### config.mk
export PLATFORM = sky130hd
export DESIGN_NAME = pscl_top
export DESIGN_NICKNAME = d
export VERILOG_FILES = /design/src/design/pscl_sync.v /design/src/design/pscl_top.v
export VERILOG_INCLUDE_DIRS = /design/src /design/src/design
export SDC_FILE = /design/constraint.sdc
export NUM_CORES = 1
export LEC_CHECK = 0
export BUFFER_PORTS_ARGS = -buffer_cell sky130_fd_sc_hd__buf_2
export CORE_UTILIZATION = 35
export CTS_CLUSTER_DIAMETER = 100
export CTS_CLUSTER_SIZE = 16
export DETAILED_ROUTE_END_ITERATION = 12
export GPL_ROUTABILITY_DRIVEN = 0
export SYNTH_ARGS = -nofsm -noshare
export SYNTH_HDL_FRONTEND = slang
export SYNTH_SLANG_ARGS = --single-unit
### constraint.sdc
create_clock -name i_mclk -period 3.95 [get_ports i_mclk]
set_clock_uncertainty 0.2 [all_clocks]
set_input_delay 0.79 -clock i_mclk [delete_from_list [all_inputs] [get_ports i_mclk]]
set_output_delay 0.79 -clock i_mclk [all_outputs]
set_load 0.005 [all_outputs]
### src/design/pscl_map.vh
// Constants of the power-management serial control logic.
// Assumes it is included by bare name from the design files and the bench.
`ifndef PSCL_MAP_VH
`define PSCL_MAP_VH

// Seven-bit target address on the serial bus.
`define PSCL_TARGET_ADDR 7'h48

// Register offsets.
`define PSCL_OFS_STATUS 8'h01
`define PSCL_OFS_CTRL 8'h02
`define PSCL_OFS_MODE 8'h03
`define PSCL_OFS_BUCK1_V 8'h04
`define PSCL_OFS_REG_V_A 8'h05
`define PSCL_OFS_REG_V_B 8'h06

// Supply enable control register fields.
`define PSCL_CTRL_HOST_RESET 7
`define PSCL_CTRL_DEEP_PD 6
`define PSCL_CTRL_BUCK1_EN 5
`define PSCL_CTRL_BUCK2_EN 4
`define PSCL_CTRL_REG1_EN 3
`define PSCL_CTRL_REG4_EN 0

// Rail status register fields.
`define PSCL_STAT_DISCHARGE 7
`define PSCL_STAT_TRANSITION 6

// Reset values.
`define PSCL_CTRL_RESET 8'h00
`define PSCL_MODE_RESET 4'h1
`define PSCL_MODE_BITS 4
`define PSCL_UNMAPPED_READ 8'h00

// Voltage codes held in each nibble of the setting fields; buck1 uses the low nibble only.
`define PSCL_V_1P0 4'h0
`define PSCL_V_1P2 4'h1
`define PSCL_V_1P3 4'h2
`define PSCL_V_1P8 4'h3
`define PSCL_V_1P9 4'h4
`define PSCL_V_2P1 4'h5
`define PSCL_V_2P8 4'h6
`define PSCL_V_3P0 4'h7

// Three-level pin encoding.
`define PSCL_LVL_LOW 2'h0
`define PSCL_LVL_HIGH 2'h1
`define PSCL_LVL_FLOAT 2'h2

// Cycles after reset release before the default-select pins are taken.
`define PSCL_LATCH_WAIT 2'h3

`endif

### src/design/pscl_sync.v
// Two-flop synchroniser for a bundle of independent level inputs.
// Assumes each bit is a slow level or a signal much slower than the clock.
module pscl_sync #(
	parameter WIDTH = 1
) (
	input wire i_mclk,
	input wire i_rst_b,
	input wire [WIDTH-1:0] i_async,
	output reg [WIDTH-1:0] o_sync
);

reg [WIDTH-1:0] meta;

// Only the second stage is visible outside, so metastability stays inside.
always @(posedge i_mclk or negedge i_rst_b)
begin
	if (!i_rst_b)
	begin
		meta <= {WIDTH{1'b0}};
		o_sync <= {WIDTH{1'b0}};
	end
	else
	begin
		meta <= i_async;
		o_sync <= meta;
	end
end

endmodule

### src/design/pscl_top.v
// Digital control logic of a dual-buck, quad-regulator power manager with a serial target port.
// Assumes i_rst_b is the release from undervoltage lockout and that all pins are asynchronous.
//
// Overview of operation
// - After lockout release both open-drain host outputs are driven low.
// - Software sets each host output level through its control register bit.
// - Any buck over-temperature switches both bucks off together.
// - Bucks restart by themselves once the over-temperature indication clears.
// - Any regulator over-temperature switches all four regulators off together.
// - Regulator enable is pin XOR control bit at register 02h.
// - After lockout the default-select pins are sampled and loaded into voltage registers.
// - Software may later overwrite all latched voltage settings.
// - Regulators 1-3 default 1.2/1.8/2.8 V, or 1.0/1.2/1.0 V when both pins high.
// - Regulator4 and buck1 defaults come from a nine-entry pin lookup.
// - Device is OFF in lockout and ON, rails available, once released.
// - Serial port supports standard and fast modes up to 400 kHz.
// - Registers keep their values until the next lockout.
// - Only target address 1001000 is answered.
// - Reads of unimplemented addresses return 00h.
// - Data line is held low through each acknowledge clock high phase.
// - On master not-acknowledge the data line is released for the stop.
// - Data changes only while clock low; start and stop frame transfers.
// - Rail status register is read-only: discharge, transition, six not-good flags.
// - A not-good flag reads 1 when its rail is low or disabled.
// - Host output bit 0 drives the pin low, 1 releases it.
// - Pin and bit equal give disabled, differing give enabled.
`include "pscl_map.vh"

module pscl_top (
	input wire i_mclk,
	input wire i_rst_b,
	input wire i_scl,
	input wire i_sda,
	output reg o_sda_out,
	output reg o_sda_oe,
	input wire i_buck1_enable_pin,
	input wire i_buck2_enable_pin,
	input wire i_regulator1_enable_pin,
	input wire i_regulator2_enable_pin,
	input wire i_regulator3_enable_pin,
	input wire i_regulator4_enable_pin,
	input wire i_default_select_pin_a,
	input wire i_default_select_pin_a_float,
	input wire i_default_select_pin_b,
	input wire i_default_select_pin_b_float,
	input wire [1:0] i_buck_overtemp,
	input wire [3:0] i_regulator_overtemp,
	input wire [5:0] i_rail_in_range,
	input wire i_discharge_above,
	input wire i_voltage_transition_active,
	output reg o_host_reset_out,
	output reg o_host_reset_oe,
	output reg o_deep_power_down_output_out,
	output reg o_deep_power_down_output_oe,
	output reg o_device_on,
	output reg o_buck1_enable,
	output reg o_buck2_enable,
	output reg [3:0] o_regulator_enable,
	output reg [3:0] o_conv_mode,
	output reg [7:0] o_buck1_voltage_setting,
	output reg [7:0] o_regulator_voltage_setting_a,
	output reg [7:0] o_regulator_voltage_setting_b
);

////////////////////////////////////////////////////////////////////////////////

localparam ST_IDLE = 3'd0;
localparam ST_RECV = 3'd1;
localparam ST_ACK = 3'd2;
localparam ST_SEND = 3'd3;
localparam ST_MACK = 3'd4;

localparam KIND_ADDR = 2'd0;
localparam KIND_PTR = 2'd1;
localparam KIND_DATA = 2'd2;

wire [25:0] sync_out;
wire scl_s;
wire sda_s;
wire [5:0] en_pin;
wire sel_a;
wire sel_a_fl;
wire sel_b;
wire sel_b_fl;
wire [1:0] buck_ot;
wire [3:0] reg_ot;
wire [5:0] rail_ok;
wire dis_above;
wire dvm_act;

// Every pin goes through the two-flop bundle before any logic looks at it.
pscl_sync #(
	.WIDTH(26)
) u_sync (
	.i_mclk(i_mclk),
	.i_rst_b(i_rst_b),
	.i_async({i_scl, i_sda, i_buck1_enable_pin, i_buck2_enable_pin, i_regulator1_enable_pin,
		i_regulator2_enable_pin, i_regulator3_enable_pin, i_regulator4_enable_pin,
		i_default_select_pin_a, i_default_select_pin_a_float, i_default_select_pin_b,
		i_default_select_pin_b_float, i_buck_overtemp, i_regulator_overtemp, i_rail_in_range,
		i_discharge_above, i_voltage_transition_active}),
	.o_sync(sync_out)
);

assign {scl_s, sda_s, en_pin, sel_a, sel_a_fl, sel_b, sel_b_fl, buck_ot, reg_ot, rail_ok,
	dis_above, dvm_act} = sync_out;

////////////////////////////////////////////////////////////////////////////////

reg scl_d;
reg sda_d;
wire scl_rise;
wire scl_fall;
wire bus_start;
wire bus_stop;

always @(posedge i_mclk or negedge i_rst_b)
begin
	if (!i_rst_b)
	begin
		scl_d <= 1'b1;
		sda_d <= 1'b1;
	end
	else
	begin
		scl_d <= scl_s;
		sda_d <= sda_s;
	end
end

// At least four samples per bus clock phase keep pace with 400 kHz buses.
assign scl_rise = scl_s & ~scl_d;
assign scl_fall = ~scl_s & scl_d;
// Data edges with the clock high are framing, never data.
assign bus_start = scl_s & scl_d & sda_d & ~sda_s;
assign bus_stop = scl_s & scl_d & ~sda_d & sda_s;

////////////////////////////////////////////////////////////////////////////////

// Returns {regulator4 code, buck1 code} for the two three-level pins.
function [7:0] pscl_lookup;
	input [1:0] lvl_b;
	input [1:0] lvl_a;
	begin
		pscl_lookup = {`PSCL_V_1P3, `PSCL_V_2P1};
		case ({lvl_b, lvl_a})
			{`PSCL_LVL_LOW, `PSCL_LVL_LOW}: pscl_lookup = {`PSCL_V_1P3, `PSCL_V_2P1};
			{`PSCL_LVL_LOW, `PSCL_LVL_FLOAT}: pscl_lookup = {`PSCL_V_2P8, `PSCL_V_1P8};
			{`PSCL_LVL_LOW, `PSCL_LVL_HIGH}: pscl_lookup = {`PSCL_V_1P3, `PSCL_V_1P8};
			{`PSCL_LVL_FLOAT, `PSCL_LVL_LOW}: pscl_lookup = {`PSCL_V_2P8, `PSCL_V_2P1};
			{`PSCL_LVL_FLOAT, `PSCL_LVL_FLOAT}: pscl_lookup = {`PSCL_V_1P8, `PSCL_V_2P1};
			{`PSCL_LVL_FLOAT, `PSCL_LVL_HIGH}: pscl_lookup = {`PSCL_V_2P8, `PSCL_V_1P2};
			{`PSCL_LVL_HIGH, `PSCL_LVL_LOW}: pscl_lookup = {`PSCL_V_1P0, `PSCL_V_1P9};
			{`PSCL_LVL_HIGH, `PSCL_LVL_FLOAT}: pscl_lookup = {`PSCL_V_3P0, `PSCL_V_2P1};
			{`PSCL_LVL_HIGH, `PSCL_LVL_HIGH}: pscl_lookup = {`PSCL_V_1P0, `PSCL_V_1P2};
			default: pscl_lookup = {`PSCL_V_1P3, `PSCL_V_2P1};
		endcase
	end
endfunction

wire [1:0] lvl_a;
wire [1:0] lvl_b;
wire both_high;
wire [7:0] pin_pick;

// A float indication overrides the logic level read from the same pin.
assign lvl_a = sel_a_fl ? `PSCL_LVL_FLOAT : (sel_a ? `PSCL_LVL_HIGH : `PSCL_LVL_LOW);
assign lvl_b = sel_b_fl ? `PSCL_LVL_FLOAT : (sel_b ? `PSCL_LVL_HIGH : `PSCL_LVL_LOW);
assign both_high = (lvl_a == `PSCL_LVL_HIGH) && (lvl_b == `PSCL_LVL_HIGH);
assign pin_pick = pscl_lookup(lvl_b, lvl_a);

////////////////////////////////////////////////////////////////////////////////

reg [2:0] state;
reg [1:0] kind;
reg [3:0] bitcnt;
reg [7:0] shift;
reg [7:0] ptr;
reg rw;
reg mnack;
reg [1:0] wait_cnt;
reg [7:0] ctrl;
reg [3:0] mode;
reg [7:0] buck1_v;
reg [7:0] reg_v_a;
reg [7:0] reg_v_b;
reg [7:0] status;
reg [7:0] rd_data;
wire wr_commit;

// A data byte lands only when its acknowledge clock ends.
assign wr_commit = scl_fall && (state == ST_ACK) && (kind == KIND_DATA);

// Unlisted addresses read zero; the status register has no write path.
always @*
begin
	case (ptr)
		`PSCL_OFS_STATUS: rd_data = status;
		`PSCL_OFS_CTRL: rd_data = ctrl;
		`PSCL_OFS_MODE: rd_data = {4'h0, mode};
		`PSCL_OFS_BUCK1_V: rd_data = buck1_v;
		`PSCL_OFS_REG_V_A: rd_data = reg_v_a;
		`PSCL_OFS_REG_V_B: rd_data = reg_v_b;
		default: rd_data = `PSCL_UNMAPPED_READ;
	endcase
end

////////////////////////////////////////////////////////////////////////////////

// Serial target engine; lockout release parks it idle.
always @(posedge i_mclk or negedge i_rst_b)
begin
	if (!i_rst_b)
	begin
		state <= ST_IDLE;
		kind <= KIND_ADDR;
		bitcnt <= 4'h0;
		shift <= 8'h00;
		ptr <= 8'h00;
		rw <= 1'b0;
		mnack <= 1'b1;
		o_sda_oe <= 1'b0;
	end
	else if (bus_start)
	begin
		state <= ST_RECV;
		kind <= KIND_ADDR;
		bitcnt <= 4'h0;
		o_sda_oe <= 1'b0;
	end
	else if (bus_stop)
	begin
		state <= ST_IDLE;
		o_sda_oe <= 1'b0;
	end
	else
	begin
		case (state)
			ST_IDLE:
			begin
				o_sda_oe <= 1'b0;
			end
			ST_RECV:
			begin
				if (scl_rise && bitcnt != 4'h8)
				begin
					shift <= {shift[6:0], sda_s};
					bitcnt <= bitcnt + 4'h1;
				end
				else if (scl_fall && bitcnt == 4'h8)
				begin
					bitcnt <= 4'h0;
					if (kind != KIND_ADDR)
					begin
						o_sda_oe <= 1'b1;
						state <= ST_ACK;
					end
					else if (shift[7:1] == `PSCL_TARGET_ADDR)
					begin
						rw <= shift[0];
						o_sda_oe <= 1'b1;
						state <= ST_ACK;
					end
					else
					begin
						state <= ST_IDLE;
					end
				end
			end
			ST_ACK:
			begin
				// Low is held across the whole ninth clock high.
				if (scl_fall)
				begin
					if (kind == KIND_ADDR && rw)
					begin
						shift <= rd_data;
						o_sda_oe <= ~rd_data[7];
						bitcnt <= 4'h1;
						ptr <= ptr + 8'h01;
						state <= ST_SEND;
					end
					else
					begin
						o_sda_oe <= 1'b0;
						state <= ST_RECV;
						if (kind == KIND_ADDR)
						begin
							kind <= KIND_PTR;
						end
						else if (kind == KIND_PTR)
						begin
							ptr <= shift;
							kind <= KIND_DATA;
						end
						else
						begin
							ptr <= ptr + 8'h01;
						end
					end
				end
			end
			ST_SEND:
			begin
				// Data bits move only on the falling clock edge.
				if (scl_fall)
				begin
					if (bitcnt == 4'h8)
					begin
						o_sda_oe <= 1'b0;
						state <= ST_MACK;
					end
					else
					begin
						o_sda_oe <= ~shift[6];
						shift <= {shift[6:0], 1'b0};
						bitcnt <= bitcnt + 4'h1;
					end
				end
			end
			ST_MACK:
			begin
				if (scl_rise)
				begin
					mnack <= sda_s;
				end
				else if (scl_fall)
				begin
					if (mnack)
					begin
						o_sda_oe <= 1'b0;
						state <= ST_IDLE;
					end
					else
					begin
						shift <= rd_data;
						o_sda_oe <= ~rd_data[7];
						bitcnt <= 4'h1;
						ptr <= ptr + 8'h01;
						state <= ST_SEND;
					end
				end
			end
			default:
			begin
				state <= ST_IDLE;
				o_sda_oe <= 1'b0;
			end
		endcase
	end
end

////////////////////////////////////////////////////////////////////////////////

// Registers reset only on lockout and otherwise hold.
always @(posedge i_mclk or negedge i_rst_b)
begin
	if (!i_rst_b)
	begin
		wait_cnt <= 2'h0;
		o_device_on <= 1'b0;
		ctrl <= `PSCL_CTRL_RESET;
		mode <= `PSCL_MODE_RESET;
		buck1_v <= {4'h0, `PSCL_V_2P1};
		reg_v_a <= {`PSCL_V_1P8, `PSCL_V_1P2};
		reg_v_b <= {`PSCL_V_1P3, `PSCL_V_2P8};
	end
	else if (!o_device_on)
	begin
		// The wait lets the pin levels pass the synchroniser first.
		wait_cnt <= wait_cnt + 2'h1;
		if (wait_cnt == `PSCL_LATCH_WAIT)
		begin
			o_device_on <= 1'b1;
			buck1_v <= {4'h0, pin_pick[3:0]};
			if (both_high)
			begin
				reg_v_a <= {`PSCL_V_1P2, `PSCL_V_1P0};
				reg_v_b <= {pin_pick[7:4], `PSCL_V_1P0};
			end
			else
			begin
				reg_v_a <= {`PSCL_V_1P8, `PSCL_V_1P2};
				reg_v_b <= {pin_pick[7:4], `PSCL_V_2P8};
			end
		end
	end
	else if (wr_commit)
	begin
		// Any later write replaces the latched defaults.
		case (ptr)
			`PSCL_OFS_CTRL: ctrl <= shift;
			`PSCL_OFS_MODE: mode <= shift[`PSCL_MODE_BITS-1:0];
			`PSCL_OFS_BUCK1_V: buck1_v <= shift;
			`PSCL_OFS_REG_V_A: reg_v_a <= shift;
			`PSCL_OFS_REG_V_B: reg_v_b <= shift;
			default: ctrl <= ctrl;
		endcase
	end
end

////////////////////////////////////////////////////////////////////////////////

wire [5:0] raw_en;
wire buck_hot;
wire reg_hot;

// Pin and bit combine by exclusive-OR per rail.
assign raw_en = en_pin ^ ctrl[`PSCL_CTRL_BUCK1_EN:`PSCL_CTRL_REG4_EN];
// Thermal trips are levels, so rails return on their own when cooled.
assign buck_hot = |buck_ot;
assign reg_hot = |reg_ot;

always @(posedge i_mclk or negedge i_rst_b)
begin
	if (!i_rst_b)
	begin
		o_sda_out <= 1'b0;
		o_host_reset_out <= 1'b0;
		o_host_reset_oe <= 1'b1;
		o_deep_power_down_output_out <= 1'b0;
		o_deep_power_down_output_oe <= 1'b1;
		o_buck1_enable <= 1'b0;
		o_buck2_enable <= 1'b0;
		o_regulator_enable <= 4'h0;
		o_conv_mode <= `PSCL_MODE_RESET;
		o_buck1_voltage_setting <= 8'h00;
		o_regulator_voltage_setting_a <= 8'h00;
		o_regulator_voltage_setting_b <= 8'h00;
		status <= 8'h3f;
	end
	else
	begin
		o_sda_out <= 1'b0;
		o_host_reset_out <= 1'b0;
		o_deep_power_down_output_out <= 1'b0;
		// A cleared bit pulls low; a set bit lets the pull-up win.
		o_host_reset_oe <= ~ctrl[`PSCL_CTRL_HOST_RESET];
		o_deep_power_down_output_oe <= ~ctrl[`PSCL_CTRL_DEEP_PD];
		o_buck1_enable <= o_device_on & raw_en[5] & ~buck_hot;
		o_buck2_enable <= o_device_on & raw_en[4] & ~buck_hot;
		o_regulator_enable <= {4{o_device_on & ~reg_hot}} & raw_en[3:0];
		o_conv_mode <= mode;
		o_buck1_voltage_setting <= buck1_v;
		o_regulator_voltage_setting_a <= reg_v_a;
		o_regulator_voltage_setting_b <= reg_v_b;
		// A rail out of range or not enabled reports not good.
		status <= {dis_above, dvm_act,
			~(rail_ok & {o_buck1_enable, o_buck2_enable, o_regulator_enable})};
	end
end

endmodule

==> results.yml, run 1 <==
synthesis:
  synthFlopType: "dfrtp_1"
  netlist_top_cells_count: "144 x dfrtp_1, 45 x nand2_1, 32 x mux2_2"
  synth-warning-count: 0
  yosysSeqAreaShare_pct: 62.7
  netlist_area_sq_um: 6630
  synth.avg_cell_area_sq_um: 12.3
  syn_inst: 539
  ys_ff_latch: 165
  synth_edf_count: 0
  synth_top_area_cell: "dfrtp_1"
  synth.most_common_cell: "dfrtp_1"
  synth_cell_types: 61
  synthTopCellsByArea: "dfrtp_1 54%, dfstp_2 8.3%, mux2_2 5.4%"
  async_flop_share_pct: 100
  synth_top_area_share_pct: 54.4
timing:
  min_period_ns: 2.97
  setup_viol: 0
  fin_crit_sh_pct: 75.2
  hold_violations: 0
  grt_setup_unrepaired: "no"
  holdWs_ns: 0.149
  tightest_slew_ns: 0.885
  report.final.slew_viol_count: 0
  finalSetupTns_ns: 0
  fmax_mhz: 337
  slew-limit-headroom_pct: 40.2
cts:
  cts_resized: 0
  clk_latency_ns: 0.42
  clockRootBuffer: "clkbuf_16"
  cts_made_buffers: 17
  cts_hold_buf: 0
  h-tree-depth: 4
  clk_pin_slew_worst_paths_ns: 0.07
  clockBufferDepth: 2
  cts_tree: "built"
  cts_sinks: 165
  cts_setup_buffers: 0
routing:
  route.detailed.drc: 0
  drt_first_pass_iters: 5
  drtIter0Drc: 450
  vias: 4468
  vias_per_cell: 5.31
  wl_microns: 14500
  postRouteAntennaNets: 0
  wl_per_cell_microns: 17.2
finish:
  final_nets: 634
  multi_input_area_sq_um: 2280
  fill_cells: 1684
  antenna_cells: 0
  area.sequential_sq_um: 4160
  drive_above_1_share_pct: 26.6
  reg_top3: "u_sync.meta x26, u_sync.o_sync x26"
  syn_to_final_growth_pct: 17.0
critical_path:
  cp-end-kind: "flop"
  crit_chain: "nor2b_1, and2_1, nand4_1, mux2_2, a22o_1"
  critPathMaxFanout: 11
  cp-start-kind: "flop"
  critPathMaxStageDelay_ns: 0.58
  r2r_setup_slack_ns: 0.98
  r2r_end: "buck1_v[6]$_DFFE_PN0P_"
  reg2reg_from: "scl_d$_DFF_PN1_"
  cp_slowest_cell: "dfstp_2"
  required_ns: 4.06
  crit_type: "flop to flop"
  worstRegToRegCells: 5
  crit_arrival_ns: 3.08
outcome:
  outcome: "completed"
global_route:
  grt_antenna_before_repair: 0
  overflow: 0
  grt_pass1_wl_microns: 24100
  grt_max_degree: 90
  grt_usage_pct: 16.0
  grt_pass1_vias: 4605
worst_hold_path:
  hold_class: "flop to flop"
  hp-start: "u_sync.meta[10]$_DFF_PN0_"
  min_delay_path_depth: 0
  hold_end: "u_sync.o_sync[10]$_DFF_PN0_"
job:
  timing.max_cap.violations: 0
floorplan:
  die_area_sq_um: 19500
  die_x_microns: 140
  die_height_microns: 140
  fp-row-count: 49
  core-area_sq_um: 18300
  initial_core_util_pct: 36.3
  pin_count: 69
place:
  io_buffers: 65
  dp_hpwl_microns: 9830
pwr:
  static-leakage-power_nw: 3.53
  ir_worst_vdd_mv: 0.314
  p_per_area_nw_per_um2: 485
[cell families after synthesis]
logic type	synth area share, %
simple gates	11.7
mux	7.32
buf+inv	2.96
compound gates	12.8
xor+xnor	1.19
fa+ha+maj	1.32
other cells	0.0566
flops	62.7
[power breakdown]
part | internal (mW) | switching (mW) | total, mW
clock | 0.901 | 0.732 | 1.63
sequential | 1.77 | 0.136 | 1.91
combinational | 0.110 | 0.111 | 0.221
total | 2.78 | 0.979 | 3.76
[final cells by class]
type,count,area share (%)
repair buffers,69,4.83
inverters,16,0.775
multi-input cells,330,29.5
clock buffers,18,5.54
clock inverters,14,2.11
flip-flops and latches,165,53.6
well taps,229,3.70
[routing by layer]
| metal | share of wire (%) | up-vias | track usage [%] |
|---|---|---|---|
| li1 | - | 2055 | - |
| met1 | 46 | 2210 | 21.2 |
| met4 | 2.6 | 0 | 7.46 |
| met2 | 46 | 170 | 24.6 |
| met5 | 0 | - | 0 |
| met3 | 5.6 | 33 | 4.09 |
[stage by stage]
stage          utilization (%)  total power, mW  instances  setup slack, ns  area [sq um]
6_report                  42.4             3.76        841            0.979          7750
5_1_grt                   42.4             3.91        841            0.823          7750
4_1_cts                   42.4             3.79        841             1.00          7750
3_5_place_dp              39.2             2.16        809             1.04          7160
3_3_place_gp              39.2             2.14        809             1.09          7160
2_1_floorplan                -             2.02        541             1.69          6640
[worst max-delay path: cells and delay by family (launching register included)]
kind | cells | cell delay, ns
and+or+nand+nor | 3 | 1.38
DFF | 1 | 0.58
muxes | 1 | 0.48
AOI/OAI and AO/OA | 1 | 0.22
[cells in the final DEF (no fill, tap or decap), types with 5 or more instances in the layout]
| cell type | instances |
|---|---|
| clkbuf_16 | 17 |
| a22o_1 | 16 |
| a222oi_1 | 9 |
| a2bb2oi_1 | 6 |
| mux2i_1 | 11 |
| a221oi_1 | 5 |
| mux2_2 | 32 |
| a211oi_1 | 6 |
| nand3b_1 | 5 |
| nor2_1 | 24 |
| buf_2 | 64 |
| a21oi_1 | 20 |
| dfrtp_1 | 144 |
| nand2b_1 | 5 |
| o21ai_0 | 24 |
| nor3_1 | 10 |
| xnor2_1 | 8 |
| nand3_1 | 13 |
| dfstp_2 | 21 |
| a22oi_1 | 6 |
| a31oi_1 | 8 |
| nor2b_1 | 11 |
| and3_1 | 5 |
| inv_1 | 16 |
| ha_1 | 7 |
| nand2_1 | 45 |
[how the worst max path moves through the flow]
stage                          from                endpoint
2_1_floorplan    ptr[4]$_DFFE_PN0P_  reg_v_a[0]$_DFFE_PN1P_
3_3_place_gp        scl_d$_DFF_PN1_  buck1_v[6]$_DFFE_PN0P_
3_5_place_dp        scl_d$_DFF_PN1_  buck1_v[6]$_DFFE_PN0P_
4_1_cts             scl_d$_DFF_PN1_  buck1_v[6]$_DFFE_PN0P_
5_1_grt        state[1]$_DFFE_PN0P_  buck1_v[6]$_DFFE_PN0P_
6_report            scl_d$_DFF_PN1_  buck1_v[6]$_DFFE_PN0P_
(Power assumes the default switching activity.)
==> run 2, diff against run 1 <==
==> constraint.sdc (replaced) <==
create_clock -name i_mclk -period 2.95 [get_ports i_mclk]
set_clock_uncertainty 0.2 [all_clocks]
set_input_delay 0.59 -clock i_mclk [delete_from_list [all_inputs] [get_ports i_mclk]]
set_output_delay 0.59 -clock i_mclk [all_outputs]
set_load 0.005 [all_outputs]
==> run 2 against run 1 <==
  * Utilization increased by 0.59 points
  * Cell count increased by 1.3%
  * Register-to-register slack got worse by 0.62 ns
  * Worst setup slack got worse by 0.62 ns
  * Highest routed layer unchanged
==> results.yml, run 2 (synthesis gave the netlist of run 1 again) <==
outcome:
  outcome: "completed"
finish:
  syn_to_final_growth_pct: 18.6
  mostFrequentLayoutCells: "144 x dfrtp_1, 64 x buf_2, 45 x nand2_1"
  reg_top3: "u_sync.meta x26, u_sync.o_sync x26"
  final_area_sq_um: 7860
  antenna_cells: 0
  layout_commonest_cell: "dfrtp_1"
  final_nets: 645
  drive_above_1_share_pct: 27.9
  final_util_pct: 43.0
  finalNonFillerCells: 852
floorplan:
  die_height_microns: 140
  die_area_sq_um: 19500
  pin_count: 69
  core-area_sq_um: 18300
  die_x_microns: 140
  fp-row-count: 49
  initial_core_util_pct: 36.3
routing:
  vias_per_cell: 5.42
  drtIter0Drc: 623
  vias: 4619
  wl_per_cell_microns: 18.0
  wl_microns: 15400
  drt_first_pass_iters: 6
  postRouteAntennaNets: 0
  route.detailed.drc: 0
cts:
  h-tree-depth: 4
  cts_tree: "built"
  clockRootBuffer: "clkbuf_16"
  cts_made_buffers: 17
  clk_latency_ns: 0.43
  cts_sinks: 165
  clockBufferDepth: 2
  clk_pin_slew_worst_paths_ns: 0.07
  cts_setup_buffers: 0
pwr:
  static-leakage-power_nw: 3.59
  p_clk_share_pct: 43.2
  ir_worst_vdd_mv: 0.420
  p_comb_share_pct: 6.0
  sequentialPowerShare_pct: 50.7
  swShare_pct: 27.2
  p_sw_mw: 1.37
  p_int_mw: 3.68
  p_per_area_nw_per_um2: 643
place:
  pre_cts_ws_ns: 0.407
  dp_hpwl_microns: 10600
  io_buffers: 65
  place_area_sq_um: 7250
  place_inst: 819
timing:
  slew-limit-headroom_pct: 41.8
  setup_slack_ns: 0.363
  tightest_slew_ns: 0.872
  report.final.slew_viol_count: 0
  hold_violations: 0
  fmax_mhz: 387
  fin_crit_sh_pct: 87.7
  finalSetupTns_ns: 0
  setup_viol: 0
  min_period_ns: 2.59
  grt_setup_unrepaired: "no"
global_route:
  grt_pass1_vias: 4601
  overflow: 0
  grt_antenna_before_repair: 0
  grt_usage_pct: 16.9
  grt_max_degree: 61
  grt_pass1_wl_microns: 25300
critical_path:
  cp-end-kind: "flop"
  cp-start-kind: "flop"
  critPathMaxStageDelay_ns: 0.43
  required_ns: 3.06
  crit_arrival_ns: 2.70
  crit_chain: "inv_1, ha_1, nand3b_1, nand3_1, a32oi_1, nand3_2, mux2_2"
  crit_type: "flop to flop"
  cp_slowest_cell: "a32oi_1"
  worstRegToRegCells: 7
  critPathMaxFanout: 8
job:
  timing.max_cap.violations: 0
worst_hold_path:
  hold_class: "primary input to flop"
  min_delay_path_depth: 1
## run 2: changes by cell type in the layout (fill, tap and decap cells not counted), sizes merged
cell / before / now
buf: 69 / 79
clkinvlp: 2 / 1
inv: 23 / 20
bufinv: 1 / 0
dlygate4sd3: 0 / 1
clkinv: 4 / 9
## run 2: per-layer routing
layer	share of wire, %	track usage [%]	up-vias	routed length [microns]
met4	2.0	6.94	0	312
met5	0	0	-	0
li1	-	-	2096	-
met3	5.8	4.09	27	892
met2	48	26.2	184	7350
met1	44	22.9	2312	6800
## run 2: power by group through the flow
stage                     clock network, mW  logic, mW  registers (mW)
after detailed placement                  0      0.310            2.60
after floorplan                           0      0.242            2.47
after global routing                   2.35      0.342            2.57
after CTS                              2.23      0.312            2.56
final                                  2.18      0.305            2.56
after global placement                    0      0.295            2.59
## run 2: cell type report
cell class | instances | area [sq um]
flip-flops and latches | 165 | 4160
repair buffers | 80 | 472
well taps | 229 | 287
multi-input cells | 330 | 2280
fillers | 1670 | 10400
clock buffers | 18 | 439
clock inverters | 14 | 164
inverters | 16 | 60.1
## run 2: worst max-delay path, delay by kind of cell (launching register included)
family          cells  cell delay [ns]
fa+ha+maj           1             0.22
compound gates      1             0.43
mux                 1             0.36
buf+inv             1             0.09
flops               1             0.42
simple gates        3             0.74
## run 2: timing repair
action / 4_1_cts / 5_1_grt
gates resized for setup: 0 / 0
hold endpoints to repair: 51 / 0
hold buffers: 1 / 0
## run 2: stage by stage
| step | hold WS [ns] | power [mW] |
|---|---|---|
| 2_1_floorplan | 0.0944 | 2.71 |
| 3_3_place_gp | 0.132 | 2.89 |
| 3_5_place_dp | 0.136 | 2.91 |
| 4_1_cts | 0.0452 | 5.10 |
| 5_1_grt | 0.0366 | 5.26 |
| 6_report | 0.0592 | 5.05 |
## run 2: path summary, 6_finish.rpt
kind,start,slack [ns],to
worst min register to register,u_sync.meta[25]$_DFF_PN0_,0.15,u_sync.o_sync[25]$_DFF_PN0_
worst max-delay path,bitcnt[0]$_DFFE_PN0P_,0.36,shift[3]$_DFFE_PN0P_
max in group asynchronous,i_rst_b,1.30,mode[0]$_DFFE_PN1P_
min in group asynchronous,i_rst_b,0.51,o_buck1_voltage_setting[7]$_DFF_PN0_
worst max register to register,bitcnt[0]$_DFFE_PN0P_,0.36,shift[3]$_DFFE_PN0P_
worst min-delay path,i_rail_in_range[2],0.06,u_sync.meta[4]$_DFF_PN0_
